`src/hdl/tcc_pkg.sv`:
```
// Constants for the timer channel clock and register-A control block.
// Assumes a 32-bit Avalon-MM slave with byte addresses on the register side.
`default_nettype none

package tcc_pkg;
    // Register byte offsets
    localparam logic [7:0]  ADDR_CTL      = 8'h64;
    localparam logic [7:0]  ADDR_IOC      = 8'h68;
    localparam logic [7:0]  ADDR_CNT      = 8'h6C;
    localparam logic [7:0]  ADDR_GRA      = 8'h70;
    localparam logic [7:0]  ADDR_GRB      = 8'h74;
    localparam logic [7:0]  ADDR_STAT     = 8'h78;

    // Control register fields
    localparam int          CTL_SRC_LSB   = 0;
    localparam int          CTL_EDGE_LSB  = 3;
    localparam int          CTL_CLR_LSB   = 5;
    localparam logic [7:0]  CTL_RSVD_MASK = 8'h80;
    localparam logic [6:0]  CTL_RESET     = 7'h00;

    // Compare/capture control fields
    localparam int          IOC_A_LSB     = 0;
    localparam int          IOC_B_LSB     = 4;
    localparam logic [7:0]  IOC_RSVD_MASK = 8'h88;
    localparam logic [2:0]  IOC_RESET     = 3'h0;

    // Data register reset values
    localparam logic [15:0] CNT_RESET     = 16'h0000;
    localparam logic [15:0] GR_RESET      = 16'hFFFF;

    // Clock source codes
    localparam logic [2:0]  SRC_DIV1      = 3'h0;
    localparam logic [2:0]  SRC_DIV2      = 3'h1;
    localparam logic [2:0]  SRC_DIV4      = 3'h2;
    localparam logic [2:0]  SRC_DIV8      = 3'h3;

    // External edge codes
    localparam logic [1:0]  EDGE_RISE     = 2'h0;
    localparam logic [1:0]  EDGE_FALL     = 2'h1;

    // Clear source codes
    localparam logic [1:0]  CLR_NONE      = 2'h0;
    localparam logic [1:0]  CLR_A         = 2'h1;
    localparam logic [1:0]  CLR_B         = 2'h2;
    localparam logic [1:0]  CLR_SYNC      = 2'h3;

    // Register-A function codes
    localparam logic [2:0]  IOA_NONE      = 3'h0;
    localparam logic [2:0]  IOA_LOW       = 3'h1;
    localparam logic [2:0]  IOA_HIGH      = 3'h2;
    localparam logic [2:0]  IOA_TOGGLE    = 3'h3;
    localparam logic [2:0]  IOA_CAP_RISE  = 3'h4;
    localparam logic [2:0]  IOA_CAP_FALL  = 3'h5;
    localparam logic [2:0]  IOA_CAP_BOTH  = 3'h6;

    // Status bits
    localparam int          STAT_PIN_LVL  = 0;
    localparam int          STAT_PIN_IN   = 1;

    // Prescaler divider counter width and terminal counts
    localparam int          DIV_W         = 3;
    localparam logic [2:0]  DIV2_MASK     = 3'h1;
    localparam logic [2:0]  DIV4_MASK     = 3'h3;
    localparam logic [2:0]  DIV8_MASK     = 3'h7;
endpackage

`default_nettype wire

```
`src/hdl/tcc_if.sv`:
```
// Internal carrier between the channel core, its clock selector and pin monitor.
// Assumes all three sit on the same clock.
`default_nettype none

interface tcc_link_if;
    logic       tick;      // Counter advance pulse
    logic [2:0] clk_sel;   // Clock source field
    logic [1:0] edge_sel;  // External edge field
    logic       cap_rise;  // Rising edge on capture input
    logic       cap_fall;  // Falling edge on capture input
    logic       pin_lvl;   // Synchronised capture input level

    modport clk_src (input clk_sel, input edge_sel, output tick);
    modport pin_mon (output cap_rise, output cap_fall, output pin_lvl);
    modport core    (input tick, input cap_rise, input cap_fall, input pin_lvl,
                     output clk_sel, output edge_sel);
endinterface

`default_nettype wire

```
`src/hdl/tcc_top.sv`:
```
// One 16-bit timer channel with clock select, clear select and register A
// compare/capture, reached over an Avalon-MM slave with waitrequest.
// Assumes one 20 MHz clock, async active-high reset, async pins.
//
// What this block does
// - Clock field codes 0-3 pick clk/1,/2,/4,/8; codes 4-7 external inputs A-D.
// - Register-A function 000: compare register, pin unchanged on match.
// - Register-A function 001: pin driven low on compare match.
// - Register-A function 010: pin driven high on compare match.
// - Register-A function 011: pin toggles on every compare match.
// - Register-A function 100: capture counter on rising input edge.
// - Register-A function 101: capture counter on falling input edge.
// - Register-A function 110: capture counter on both input edges.
`default_nettype none

module tcc_top (
    input  wire logic        clk,
    input  wire logic        rst,
    // Avalon-MM slave
    input  wire logic [7:0]  avs_address,
    input  wire logic        avs_read,
    input  wire logic        avs_write,
    input  wire logic [31:0] avs_writedata,
    input  wire logic [3:0]  avs_byteenable,
    output logic      [31:0] avs_readdata,
    output logic             avs_waitrequest,
    // Pins
    input  wire logic [3:0]  ext_clock_in,
    input  wire logic        ioa_pin_in,
    output logic             ioa_pin_out,
    output logic             ioa_pin_oe,
    // Channel synchronisation
    input  wire logic        sync_clear_in,
    output logic             clear_event
);
    typedef struct packed {
        logic [6:0]  ctl;
        logic [2:0]  ioa;
        logic [2:0]  iob;
        logic [15:0] cnt;
        logic [15:0] gra;
        logic [15:0] general_register_b;
        logic        pin_lvl;
        logic        pin_oe;
        logic        clr_evt;
        logic        wait_req;
        logic [31:0] rdata;
    } tcc_top_state_type;

    tcc_top_state_type s_r;
    tcc_top_state_type s_nxt;

    tcc_link_if lnk ();

    // Count clock selection
    tcc_clk_sel u_clk_sel (
        .clk          (clk),
        .rst          (rst),
        .ext_clock_in (ext_clock_in),
        .lnk          (lnk)
    );

    // Capture input monitor
    tcc_pin_edge u_pin_edge (
        .clk    (clk),
        .rst    (rst),
        .pin_in (ioa_pin_in),
        .lnk    (lnk)
    );

    // Merge a 16-bit register with the low two byte lanes
    function automatic logic [15:0] merge16(
        input logic [15:0] old,
        input logic [31:0] wd,
        input logic [3:0]  be
    );
        logic [15:0] res;
        res = old;
        if (be[0]) begin
            res[7:0] = wd[7:0];
        end
        if (be[1]) begin
            res[15:8] = wd[15:8];
        end
        return res;
    endfunction

    // Read value of an address, zero when unmapped
    function automatic logic [31:0] read_mux(
        input tcc_top_state_type st,
        input logic [7:0]        addr,
        input logic              pin_sync
    );
        logic [31:0] v;
        v = 32'h0000_0000;
        unique case (addr)
            tcc_pkg::ADDR_CTL: v = {24'h00_0000, tcc_pkg::CTL_RSVD_MASK | {1'b0, st.ctl}};
            tcc_pkg::ADDR_IOC: v = {24'h00_0000,
                                    tcc_pkg::IOC_RSVD_MASK | {1'b0, st.iob, 1'b0, st.ioa}};
            tcc_pkg::ADDR_CNT: v = {16'h0000, st.cnt};
            tcc_pkg::ADDR_GRA: v = {16'h0000, st.gra};
            tcc_pkg::ADDR_GRB: v = {16'h0000, st.general_register_b};
            tcc_pkg::ADDR_STAT: begin
                v[tcc_pkg::STAT_PIN_LVL] = st.pin_lvl;
                v[tcc_pkg::STAT_PIN_IN]  = pin_sync;
            end
            default: v = 32'h0000_0000;
        endcase
        return v;
    endfunction

    // Control fields toward the clock selector
    assign lnk.clk_sel  = s_r.ctl[tcc_pkg::CTL_SRC_LSB +: 3];
    assign lnk.edge_sel = s_r.ctl[tcc_pkg::CTL_EDGE_LSB +: 2];

    // Next state of the channel and the bus slave
    always_comb begin
        logic [1:0] clr_sel;
        logic       is_cap;
        logic       match_a;
        logic       match_b;
        logic       cap_a;
        logic       do_clear;
        logic       commit;
        clr_sel  = s_r.ctl[tcc_pkg::CTL_CLR_LSB +: 2];
        is_cap   = s_r.ioa[2];
        match_a  = 1'b0;
        match_b  = 1'b0;
        cap_a    = 1'b0;
        do_clear = 1'b0;
        commit   = 1'b0;
        s_nxt    = s_r;

        // Compare match when the counter leaves a value equal to a register
        match_a = lnk.tick && !is_cap && (s_r.cnt == s_r.gra);
        match_b = lnk.tick && (s_r.cnt == s_r.general_register_b);

        // Capture edge qualification
        unique case (s_r.ioa)
            tcc_pkg::IOA_CAP_RISE: cap_a = lnk.cap_rise;
            tcc_pkg::IOA_CAP_FALL: cap_a = lnk.cap_fall;
            tcc_pkg::IOA_CAP_BOTH: cap_a = lnk.cap_rise | lnk.cap_fall;
            default:               cap_a = 1'b0;
        endcase

        unique case (clr_sel)
            tcc_pkg::CLR_NONE: do_clear = 1'b0;
            tcc_pkg::CLR_A:    do_clear = match_a | cap_a;
            tcc_pkg::CLR_B:    do_clear = match_b;
            tcc_pkg::CLR_SYNC: do_clear = sync_clear_in;
        endcase
        s_nxt.clr_evt = do_clear;

        // Counter advance or clear
        if (do_clear) begin
            s_nxt.cnt = 16'h0000;
        end else if (lnk.tick) begin
            s_nxt.cnt = s_r.cnt + 16'h0001;
        end

        // Output pin action on register-A match
        unique case (s_r.ioa)
            tcc_pkg::IOA_NONE:   s_nxt.pin_lvl = s_r.pin_lvl;
            tcc_pkg::IOA_LOW:    s_nxt.pin_lvl = match_a ? 1'b0 : s_r.pin_lvl;
            tcc_pkg::IOA_HIGH:   s_nxt.pin_lvl = match_a ? 1'b1 : s_r.pin_lvl;
            tcc_pkg::IOA_TOGGLE: s_nxt.pin_lvl = s_r.pin_lvl ^ match_a;
            default:             s_nxt.pin_lvl = s_r.pin_lvl;
        endcase
        s_nxt.pin_oe = !is_cap && (s_r.ioa != tcc_pkg::IOA_NONE);

        // Bus handshake: answer one cycle after the request appears
        commit = avs_write && !s_r.wait_req;
        if ((avs_read || avs_write) && s_r.wait_req) begin
            s_nxt.wait_req = 1'b0;
            s_nxt.rdata = avs_read ? read_mux(s_r, avs_address, lnk.pin_lvl) : 32'h0000_0000;
        end else begin
            s_nxt.wait_req = 1'b1;
        end

        // Register writes; bus write to the counter wins over counting
        if (commit) begin
            unique case (avs_address)
                tcc_pkg::ADDR_CTL: begin
                    if (avs_byteenable[0]) begin
                        s_nxt.ctl = avs_writedata[6:0];
                    end
                end
                tcc_pkg::ADDR_IOC: begin
                    if (avs_byteenable[0]) begin
                        s_nxt.ioa = avs_writedata[tcc_pkg::IOC_A_LSB +: 3];
                        s_nxt.iob = avs_writedata[tcc_pkg::IOC_B_LSB +: 3];
                    end
                end
                tcc_pkg::ADDR_CNT: s_nxt.cnt = merge16(s_r.cnt, avs_writedata, avs_byteenable);
                tcc_pkg::ADDR_GRA: s_nxt.gra = merge16(s_r.gra, avs_writedata, avs_byteenable);
                tcc_pkg::ADDR_GRB: s_nxt.general_register_b = merge16(s_r.general_register_b, avs_writedata, avs_byteenable);
                default: begin
                end
            endcase
        end

        // Capture wins over a bus write to register A
        if (cap_a) begin
            s_nxt.gra = s_r.cnt;
        end
    end

    // State register
    always_ff @(posedge clk or posedge rst) begin
        if (rst) begin
            s_r.ctl      <= tcc_pkg::CTL_RESET;
            s_r.ioa      <= tcc_pkg::IOC_RESET;
            s_r.iob      <= tcc_pkg::IOC_RESET;
            s_r.cnt      <= tcc_pkg::CNT_RESET;
            s_r.gra      <= tcc_pkg::GR_RESET;
            s_r.general_register_b      <= tcc_pkg::GR_RESET;
            s_r.pin_lvl  <= 1'b0;
            s_r.pin_oe   <= 1'b0;
            s_r.clr_evt  <= 1'b0;
            s_r.wait_req <= 1'b1;
            s_r.rdata    <= 32'h0000_0000;
        end else begin
            s_r <= s_nxt;
        end
    end

    // Outputs straight from flops
    assign avs_readdata    = s_r.rdata;
    assign avs_waitrequest = s_r.wait_req;
    assign ioa_pin_out     = s_r.pin_lvl;
    assign ioa_pin_oe      = s_r.pin_oe;
    assign clear_event     = s_r.clr_evt;
endmodule // tcc_top

`default_nettype wire

```
`src/hdl/tcc_clk_sel.sv`:
```
// Count-clock selector: prescaler and external clock edge detection.
// Assumes external clock pins are asynchronous to clk.
`default_nettype none

module tcc_clk_sel (
    input  wire logic         clk,
    input  wire logic         rst,
    input  wire logic [3:0]   ext_clock_in,
    tcc_link_if.clk_src       lnk
);
    typedef struct packed {
        logic [tcc_pkg::DIV_W-1:0] div;
        logic [3:0]                s1;
        logic [3:0]                s2;
        logic [3:0]                prev;
        logic                      tick;
    } tcc_clk_state_type;

    tcc_clk_state_type s_r;
    tcc_clk_state_type s_nxt;

    // Next state: divider, synchronisers, tick select
    always_comb begin
        logic cur;
        logic old;
        cur = 1'b0;
        old = 1'b0;
        s_nxt = s_r;
        s_nxt.div = s_r.div + 3'h1;
        s_nxt.s1 = ext_clock_in;
        s_nxt.s2 = s_r.s1;
        s_nxt.prev = s_r.s2;
        cur = s_r.s2[lnk.clk_sel[1:0]];
        old = s_r.prev[lnk.clk_sel[1:0]];
        if (lnk.clk_sel[2]) begin
            if (lnk.edge_sel == tcc_pkg::EDGE_RISE) begin
                s_nxt.tick = cur & ~old;
            end else if (lnk.edge_sel == tcc_pkg::EDGE_FALL) begin
                s_nxt.tick = ~cur & old;
            end else begin
                s_nxt.tick = cur ^ old;
            end
        end else begin
            unique case (lnk.clk_sel)
                tcc_pkg::SRC_DIV1: s_nxt.tick = 1'b1;
                tcc_pkg::SRC_DIV2: s_nxt.tick = (s_r.div & tcc_pkg::DIV2_MASK) == 3'h1;
                tcc_pkg::SRC_DIV4: s_nxt.tick = (s_r.div & tcc_pkg::DIV4_MASK) == 3'h3;
                default:           s_nxt.tick = (s_r.div & tcc_pkg::DIV8_MASK) == 3'h7;
            endcase
        end
    end

    // State register
    always_ff @(posedge clk or posedge rst) begin
        if (rst) begin
            s_r <= '0;
        end else begin
            s_r <= s_nxt;
        end
    end

    assign lnk.tick = s_r.tick;
endmodule // tcc_clk_sel

`default_nettype wire

```
`src/hdl/tcc_pin_edge.sv`:
```
// Capture input monitor: two-flop synchroniser and edge pulses.
// Assumes the capture pin is asynchronous to clk.
`default_nettype none

module tcc_pin_edge (
    input  wire logic    clk,
    input  wire logic    rst,
    input  wire logic    pin_in,
    tcc_link_if.pin_mon  lnk
);
    typedef struct packed {
        logic s1;
        logic s2;
        logic prev;
        logic rise;
        logic fall;
    } tcc_pin_state_type;

    tcc_pin_state_type s_r;
    tcc_pin_state_type s_nxt;

    // Synchronise, then compare second flop with its delayed copy
    always_comb begin
        s_nxt = s_r;
        s_nxt.s1 = pin_in;
        s_nxt.s2 = s_r.s1;
        s_nxt.prev = s_r.s2;
        s_nxt.rise = s_r.s2 & ~s_r.prev;
        s_nxt.fall = ~s_r.s2 & s_r.prev;
    end

    // State register
    always_ff @(posedge clk or posedge rst) begin
        if (rst) begin
            s_r <= '0;
        end else begin
            s_r <= s_nxt;
        end
    end

    assign lnk.cap_rise = s_r.rise;
    assign lnk.cap_fall = s_r.fall;
    assign lnk.pin_lvl  = s_r.prev;
endmodule // tcc_pin_edge

`default_nettype wire

```
`config.mk`:
```
export PLATFORM = sky130hd
export DESIGN_NAME = tcc_top
export DESIGN_NICKNAME = d
export VERILOG_FILES = /design/src/hdl/tcc_pkg.sv /design/src/hdl/tcc_if.sv /design/src/hdl/tcc_top.sv /design/src/hdl/tcc_clk_sel.sv /design/src/hdl/tcc_pin_edge.sv
export SDC_FILE = /design/constraint.sdc
export NUM_CORES = 1
export LEC_CHECK = 0
export ABC_AREA = 1
export BUFFER_PORTS_ARGS = -buffer_cell sky130_fd_sc_hd__buf_2
export CAP_MARGIN = 20
export CORE_MARGIN = 2
export CORE_UTILIZATION = 30
export CTS_CLUSTER_SIZE = 40
export DETAILED_ROUTE_END_ITERATION = 8
export PLACE_DENSITY_LB_ADDON = 0.05
export SYNTH_ARGS = -nofsm -noshare
export SYNTH_HDL_FRONTEND = slang
export SYNTH_SLANG_ARGS = --single-unit
export TNS_END_PERCENT = 30
```
`constraint.sdc`:
```
create_clock -name clk -period 4.85 [get_ports clk]
set_input_delay 0.485 -clock clk [delete_from_list [all_inputs] [get_ports clk]]
set_output_delay 0.485 -clock clk [all_outputs]
set_load 0.01 [all_outputs]
```
==> out/metrics.csv, run 1 <==
stage,metric,value,unit
global_routing,grt_pass1_vias,4981,
clock_network,ctsResizeCount,0,
sta,setup_slack,2360,ps
yosys,syn_area,0.00594,mm2
clock_network,cts_setup_buffers,0,
critical_path,cpPeakStageDelay,630,ps
placement,port_buffers,55,
detailed_routing,antenna_left,0,
clock_network,cts_buffer_depth,2,
outcome,status,"complete, no violations",
yosys,yosysUniqueCellTypes,41,
floorplanning,fp.dieH,145,um
global_routing,grt_max_degree,74,
power,power.switching,0.000767,W
yosys,avgSynthCellArea,7.49,um2
power,power_frac_seq,0.462,
clock_network,tritoncts,done,
layout,fin_nets,881,
critical_path,path_buf_inv,2,
yosys,yosysWarnings,0,
power,p_comb_frac,0.190,
global_routing,grt_pass1_wl,28100,um
sta,tightestPinTransition,953,ps
layout,design_area,0.00657,mm2
clock_network,clkTransAtPathRegs,80,ps
detailed_routing,drc,0,
global_routing,grt_remaining_overflow,0,
sta,period_share,0.514,
floorplanning,core,0.0195,mm2
worst_hold_path,hold_path_class,in -> reg,
critical_path,end_kind,flop,
layout,fin_cells,1092,
yosys,ys_seq_area_frac,0.437,
layout,fillers,2117,
detailed_routing,drtIter0Drc,355,
layout,area_growth,10.6,%
placement,gp_congestion,0.836,
power,vdd_drop_max,0.000180,V
layout,diodes,0,
sta,hold_viol,0,
clock_network,cts_buffers,9,
sta,tns,0,ps
layout,drive_gt1_frac,0.191,
critical_path,crit_family,simple AND/OR/NAND/NOR gates,
clock_network,hold_buffers,0,
critical_path,cp.required,5100,ps
detailed_routing,drt_wl_total,18000,um
placement,dp_slack,1920,ps
sta,rsz0062_at_grt,false,
clock_network,clock-sinks,102,
global_routing,antenna_found_initial,0,
detailed_routing,vias,5103,
power,p_int,0.00144,W
sta,fmax,402,MHz
sta,finalCriticalPeriod,2490,ps
detailed_routing,viasPerCell,4.67,
placement,dp_cells,1076,
sta,drv_slew,0,
sta,setup_viol,0,
clock_network,cts-root-buf,clkbuf_16,
sta,relSlewSlack,0.365,
critical_path,start_kind,primary input,
floorplanning,io_pins,90,
power,leakage,3.12,nW
floorplanning,dieArea,0.0209,mm2
power,p_sw_frac,0.348,
sta,fin_skew,8.60,ps
clock_network,htreeDepth,3,
yosys,ys_seq_elements,102,
power,clockPowerShare,0.348,
floorplanning,start_util,0.305,
critical_path,arrival,2740,ps
detailed_routing,dr.pass1.iters,5,
clock_network,clk_latency,360,ps
global_routing,grt.total_usage,0.180,
placement,placed_cell_area,0.00625,mm2
floorplanning,fp.dieW,145,um
critical_path,crit_fanout,26,
job,cap_viol_max_count,0,
detailed_routing,wl_per_cell,16.5,um
critical_path,path_cells,buf_2 > nor2_1 > nand2_1 > nor3_4 > nand2_4 > inv_2 > nand2_1 > nor2_1 > a21oi_2,
placement,hpwl,13100,um
power,power.density,336,mW/mm2
critical_path,critPathSlowestCell,nor3_4,
critical_path,worst-setup-path-type,in -> reg,
yosys,syn_inst,793,
floorplanning,rows,51,
[final cells by class]
cell class / instances / area [um2] / share of cell area
Inverter: 91 / 344 / 0.0524
Clock buffer: 9 / 225 / 0.0343
Timing Repair Buffer: 57 / 290 / 0.0442
Sequential cell: 102 / 2590 / 0.395
Clock inverter: 7 / 93.8 / 0.0143
Multi-Input combinational cell: 561 / 2690 / 0.410
Tap cell: 265 / 332 / 0.0505
[cells in the mapped netlist]
master,count,area (um2)
a21oi_1,30,150
a21oi_2,4,35.0
a21oi_4,1,16.3
a22o_1,1,8.76
a31oi_1,2,12.5
buf_1,1,3.75
buf_2,10,50.1
buf_4,37,278
buf_6,2,22.5
clkbuf_1,4,15.0
conb_1,1,3.75
dfrtp_1,69,1730
dfstp_2,33,867
ha_1,5,62.6
inv_1,79,297
inv_2,12,45.0
mux2_1,2,22.5
mux2_2,1,11.3
nand2_1,240,901
nand2_2,7,43.8
nand2_4,2,22.5
nand3_1,28,140
nand3_2,6,60.1
nand4_1,9,56.3
nor2_1,60,225
nor2_2,8,50.1
nor2_4,1,11.3
nor3_1,4,20.0
nor3_2,2,20.0
nor3_4,2,32.5
o2111ai_1,1,8.76
o211ai_1,4,30.0
o21ai_0,79,395
o21ai_1,21,105
o221ai_1,7,61.3
o22ai_1,6,37.5
o311ai_0,1,8.76
or2_0,1,6.26
or2_2,5,31.3
xnor2_1,1,8.76
xor2_1,4,35.0
[registers in the layout (all words and copies together) (netlist names)]
register / flops
lnk.clk_sel: 3
s_r: 56
avs_readdata: 16
lnk.edge_sel: 2
u_clk_sel.s_nxt: 8
clear_event: 1
u_clk_sel.lnk.tick: 1
u_pin_edge.lnk.cap_fall: 1
ioa_pin_oe: 1
u_pin_edge.s_nxt: 2
u_pin_edge.lnk.cap_rise: 1
u_pin_edge.lnk.pin_lvl: 1
u_clk_sel.s_r: 7
avs_waitrequest: 1
ioa_pin_out: 1
[worst register-to-register path, delay by kind of cell, from the launching register on]
family / cells / cell delay, ps
flops: 1 / 440
buf+inv: 1 / 260
compound gates: 3 / 1030
simple gates: 2 / 440
[placed cells by master (no fill, tap or decap), types with 5 or more instances in the layout]
cell type / n
nand2_1: 240
conb_1: 16
o21ai_0: 79
a21oi_1: 30
nand3_1: 28
nand4_1: 9
nand3_2: 6
or2_2: 5
dfstp_2: 33
inv_2: 12
o221ai_1: 7
nand2_2: 7
dfrtp_1: 69
nor2_2: 8
o21ai_1: 21
inv_1: 78
o22ai_1: 6
buf_2: 55
nor2_1: 60
ha_1: 5
clkbuf_16: 9
[through the flow]
stage	util	hold slack, ps	power (W)
final	0.338	219	0.00221
after global routing	0.338	204	0.00234
after CTS	0.338	203	0.00224
after detailed placement	0.321	335	0.00146
after global placement	0.321	334	0.00145
after floorplan	-	331	0.00133
[layer usage]
layer | GRT usage | up-vias | wire [um]
li1 | - | 2554 | -
met1 | 0.227 | 2440 | 8030
met2 | 0.320 | 93 | 9070
met3 | 0.0267 | 16 | 542
met4 | 0.0531 | 0 | 320
met5 | 0 | - | 0
[path summary, 6_finish.rpt]
path,from,to,slack [ps],cells past startpoint
min reg2reg,u_clk_sel.s_nxt[5]$_DFF_PP0_,u_clk_sel.s_nxt[1]$_DFF_PP0_,350,0
min,ext_clock_in[1],u_clk_sel.s_nxt[6]$_DFF_PP0_,220,1
max,avs_address[1],s_r[80]$_DFFE_PP0P_,2360,9
min in group asynchronous,rst,avs_readdata[13]$_DFFE_PP0P_,350,2
max reg2reg,s_r[87]$_DFFE_PP0P_,s_r[62]$_DFFE_PP1P_,2580,6
max in group asynchronous,rst,s_r[54]$_DFFE_PP1P_,3500,3
[cell families (layout without fill, tap and decap cells)]
family | count (synthesis) | in the layout | synth area share
and+or+nand+nor | 375 | 375 | 0.273
buffers and inverters | 145 | 164 | 0.120
xor gates and xnor gates | 5 | 5 | 0.00737
other | 1 | 16 | 0.000632
adders and majority gates | 5 | 5 | 0.0105
muxes | 3 | 3 | 0.00569
AOI/OAI and AO/OA | 157 | 157 | 0.146
DFF | 102 | 102 | 0.437
[power by group through the flow]
stage	logic [W]	clock network, W	registers [W]
after floorplan	0.000363	0	0.000969
after global placement	0.000418	0	0.00103
after detailed placement	0.000422	0	0.00103
after CTS	0.000425	0.000799	0.00102
after global routing	0.000489	0.000825	0.00103
final	0.000420	0.000767	0.00102
No activity file was read; power rests on OpenSTA's default activity.
==> run 2, diff against run 1 <==
- ABC_AREA: 1 -> 0
- clock period: 4.85 -> 2.53 ns (I/O delays scaled with it)
==> run 2 against run 1 <==
Against the previous run: final cell count fell by 25%; die area fell by 5.6%; non-clock buffer count rose by 40; highest routed layer unchanged; hold slack got worse by 91 ps; sequential share of layout area rose by 0.86 points; utilization rose by 1.7 points; critical path type is now reg -> reg; total power rose by 89%; clock power rose by 89%.
==> out/metrics.csv, run 2 <==
stage,metric,value,unit,change
outcome,status,"complete, no violations",,
power,vdd_drop_max,0.000318,V,+77%
floorplanning,io_pins,90,,unchanged
power,leakage,2.99,nW,-4.2%
power,p_comb_frac,0.194,,+0.004
global_routing,grt_pass1_wl,27400,um,-2.5%
yosys,synthSimpleGateAreaFrac,0.138,,-0.135
detailed_routing,wl_per_cell,21.2,um,+29%
floorplanning,rows,49,,-3.9%
sta,fin_skew,11.5,ps,+2.95 ps
detailed_routing,drc,0,,unchanged
power,p_sw_frac,0.324,,-0.0233
power,p_int,0.00281,W,+95%
sta,period_share,0.917,,
yosys,muxShareOfSynthArea,0.0939,,+0.0882
layout,fin_nets,649,,-26%
detailed_routing,viasPerCell,5.29,,+13%
power,power.density,647,mW/mm2,+93%
job,cap_viol_max_count,0,,unchanged
floorplanning,dieArea,0.0198,mm2,-5.6%
yosys,yosysWarnings,0,,unchanged
sta,relSlewSlack,0.598,,+0.233
yosys,synth_top_family_by_area,compound AO/OA/AOI/OAI gates,,
critical_path,arrival,2550,ps,-190 ps
global_routing,grt_remaining_overflow,0,,unchanged
floorplanning,start_util,0.308,,+0.00322
critical_path,crit_fanout,10,,-62%
sta,setup_viol,0,,unchanged
layout,drive_gt1_frac,0.304,,+0.113
yosys,synth_top_cell_area_share,0.309,,+0.0178
yosys,ys_top_cells_by_count,"dfrtp_1, nand2_1, buf_4, dfstp_2, mux2_2",,
detailed_routing,antenna_left,0,,unchanged
yosys,synthTopCellsByArea,"dfrtp_1, dfstp_2, mux2_2, buf_4, xor2_1",,
clock_network,tritoncts,done,,
layout,fin_cells,824,,-25%
clock_network,clkTransAtPathRegs,80,ps,about the same
global_routing,antenna_found_initial,0,,unchanged
sta,rsz0062_at_grt,false,,
placement,hpwl,12700,um,-3.1%
placement,dp_cells,801,,-26%
critical_path,ff2ff_setup_slack,210,ps,-2370 ps
yosys,synth_fa_ha_area_frac,0.0112,,+0.000645
detailed_routing,drt_wl_total,17400,um,-2.9%
detailed_routing,vias,4362,,-15%
yosys,yosysTopAreaCell,dfrtp_1,,
yosys,synth_edf_count,0,,unchanged
critical_path,worst-setup-path-type,reg -> reg,,
detailed_routing,drtIter0Drc,474,,+34%
floorplanning,fp.dieW,141,um,-2.8%
power,power_frac_seq,0.457,,-0.005
power,power.switching,0.00135,W,+76%
placement,gp_congestion,0.814,,-2.6%
layout,regMostFlops,s_r,,
sta,fmax,431,MHz,
critical_path,end_kind,flop,,
clock_network,clock-sinks,102,,unchanged
layout,largest_register_ffs,56,,unchanged
worst_hold_path,hold_path_class,in -> reg,,
sta,tns,0,ps,unchanged
yosys,syn_inst,542,,-32%
detailed_routing,dr.pass1.iters,9,,+4
clock_network,cts-root-buf,clkbuf_16,,
layout,diodes,0,,unchanged
layout,area_growth,14.9,%,
clock_network,cts_buffer_depth,2,,unchanged
floorplanning,fp.dieH,141,um,-2.8%
sta,drv_slew,0,,unchanged
clock_network,cts_buffers,9,,unchanged
yosys,avgSynthCellArea,10.3,um2,+38%
sta,finalCriticalPeriod,2320,ps,
yosys,syn_area,0.00560,mm2,-5.8%
critical_path,cp.required,2760,ps,-2340 ps
clock_network,htreeDepth,3,,unchanged
yosys,ys.flop_type,dfrtp_1,,
layout,layout_common_cells,"dfrtp_1, buf_2, nand2_1",,
yosys,ys_seq_area_frac,0.464,,+0.0268
yosys,synthXorXnorAreaFrac,0.0546,,+0.0472
placement,port_buffers,55,,unchanged
yosys,synth_compound_area_frac,0.144,,-0.00288
critical_path,start_kind,flop,,
yosys,async_flop_share,1.00,,unchanged
global_routing,grt.total_usage,0.185,,+0.00487
yosys,yosysUniqueCellTypes,59,,+44%
power,clockPowerShare,0.348,,about the same
clock_network,cts_setup_buffers,0,,unchanged
yosys,ys_seq_elements,102,,unchanged
sta,hold_viol,0,,unchanged
yosys,synth.most_common_cell,dfrtp_1,,
global_routing,grt_pass1_vias,4447,,-11%
global_routing,grt_max_degree,63,,-15%
clock_network,clk_latency,360,ps,about the same
sta,tightestPinTransition,595,ps,-357 ps
floorplanning,core,0.0181,mm2,-6.8%
layout,final_common_cell,dfrtp_1,,
## run 2: cell types whose count changed after synthesis, sizes merged, moves of 11 or more
| cell | previous run | this run |
|---|---|---|
| mux2i | 0 | 12 |
| nand2 | 249 | 41 |
| a222oi | 0 | 15 |
| mux2 | 3 | 32 |
| a21oi | 35 | 12 |
| nor4 | 0 | 11 |
| inv | 91 | 17 |
| clkbuf | 4 | 26 |
| xor2 | 4 | 28 |
| o21ai | 100 | 29 |
| a31oi | 2 | 14 |
| nor2 | 69 | 25 |
## run 2: what timing repair did
item,4_1_cts,5_1_grt
hold endpoints to repair,9,0
endpoints found under the setup margin,0,12
hold buffers,6,0
gates resized for setup,0,2
## run 2: layout make-up
cell class                      count  area (um2)
Tap cell                          229         287
Timing Repair Buffer               97         634
Multi-Input combinational cell    363        2540
Inverter                           17        67.6
Sequential cell                   102        2590
Fill cell                        1874       11700
Clock buffer                        9         225
Clock inverter                      7        85.1
## run 2: critical path: stages, from the launching register on
cell and delay, ps:
dfrtp_1 480, xor2_1 190, nor4_1 320, nand3_1 150, o32a_2 500, buf_4 210
a41oi_1 210, o221ai_1 130
## run 2: metal layers
metal | up-vias | track usage | share of wire
li1 | 2027 | - | -
met5 | - | 0 | 0
met4 | 0 | 0.0389 | 0.012
met1 | 2188 | 0.247 | 0.45
met3 | 11 | 0.0428 | 0.047
met2 | 136 | 0.309 | 0.49
## run 2: kinds of logic (layout without fill, tap and decap cells)
logic type                 Yosys count  in the layout
AOI/OAI and AO/OA                  113            113
and+or+nand+nor                    149            149
DFF                                102            102
muxes                               46             46
other                                1             16
xor gates and xnor gates            34             34
buffers and inverters               92            130
adders and majority gates            5              5
## run 2: path summary, 6_finish.rpt
check | cells after the start | to | from
min in group asynchronous | 3 | avs_readdata[12]$_DFFE_PP0P_ | rst
max in group asynchronous | 4 | s_r[59]$_DFFE_PP1P_ | rst
hold reg to reg | 0 | u_pin_edge.s_nxt[2]$_DFF_PP0_ | u_pin_edge.s_nxt[3]$_DFF_PP0_
setup / recovery | 7 | s_r[73]$_DFFE_PP0P_ | s_r[78]$_DFFE_PP0P_
hold / removal | 2 | avs_waitrequest$_DFF_PP1_ | avs_read
setup reg to reg | 7 | s_r[73]$_DFFE_PP0P_ | s_r[78]$_DFFE_PP0P_
## run 2: per-stage QoR
step | setup slack, ps | hold slack, ps | cell area, um2 | util | power, W
floorplan | 439 | 284 | 5660 | - | 0.00241
global placement | 143 | 187 | 6040 | 0.333 | 0.00271
detailed placement | 145 | 182 | 6040 | 0.333 | 0.00272
CTS | 109 | 148 | 6410 | 0.353 | 0.00422
global route | 51.8 | 136 | 6430 | 0.354 | 0.00440
finish | 209 | 128 | 6430 | 0.354 | 0.00416
## run 2: power by group through the flow
| stage | Clock, W | Sequential, W | Combinational (W) |
|---|---|---|---|
| final | 0.00145 | 0.00190 | 0.000808 |
| after global routing | 0.00157 | 0.00192 | 0.000903 |
| after CTS | 0.00151 | 0.00191 | 0.000799 |
| after detailed placement | 0 | 0.00194 | 0.000789 |
| after global placement | 0 | 0.00193 | 0.000780 |
| after floorplan | 0 | 0.00184 | 0.000570 |
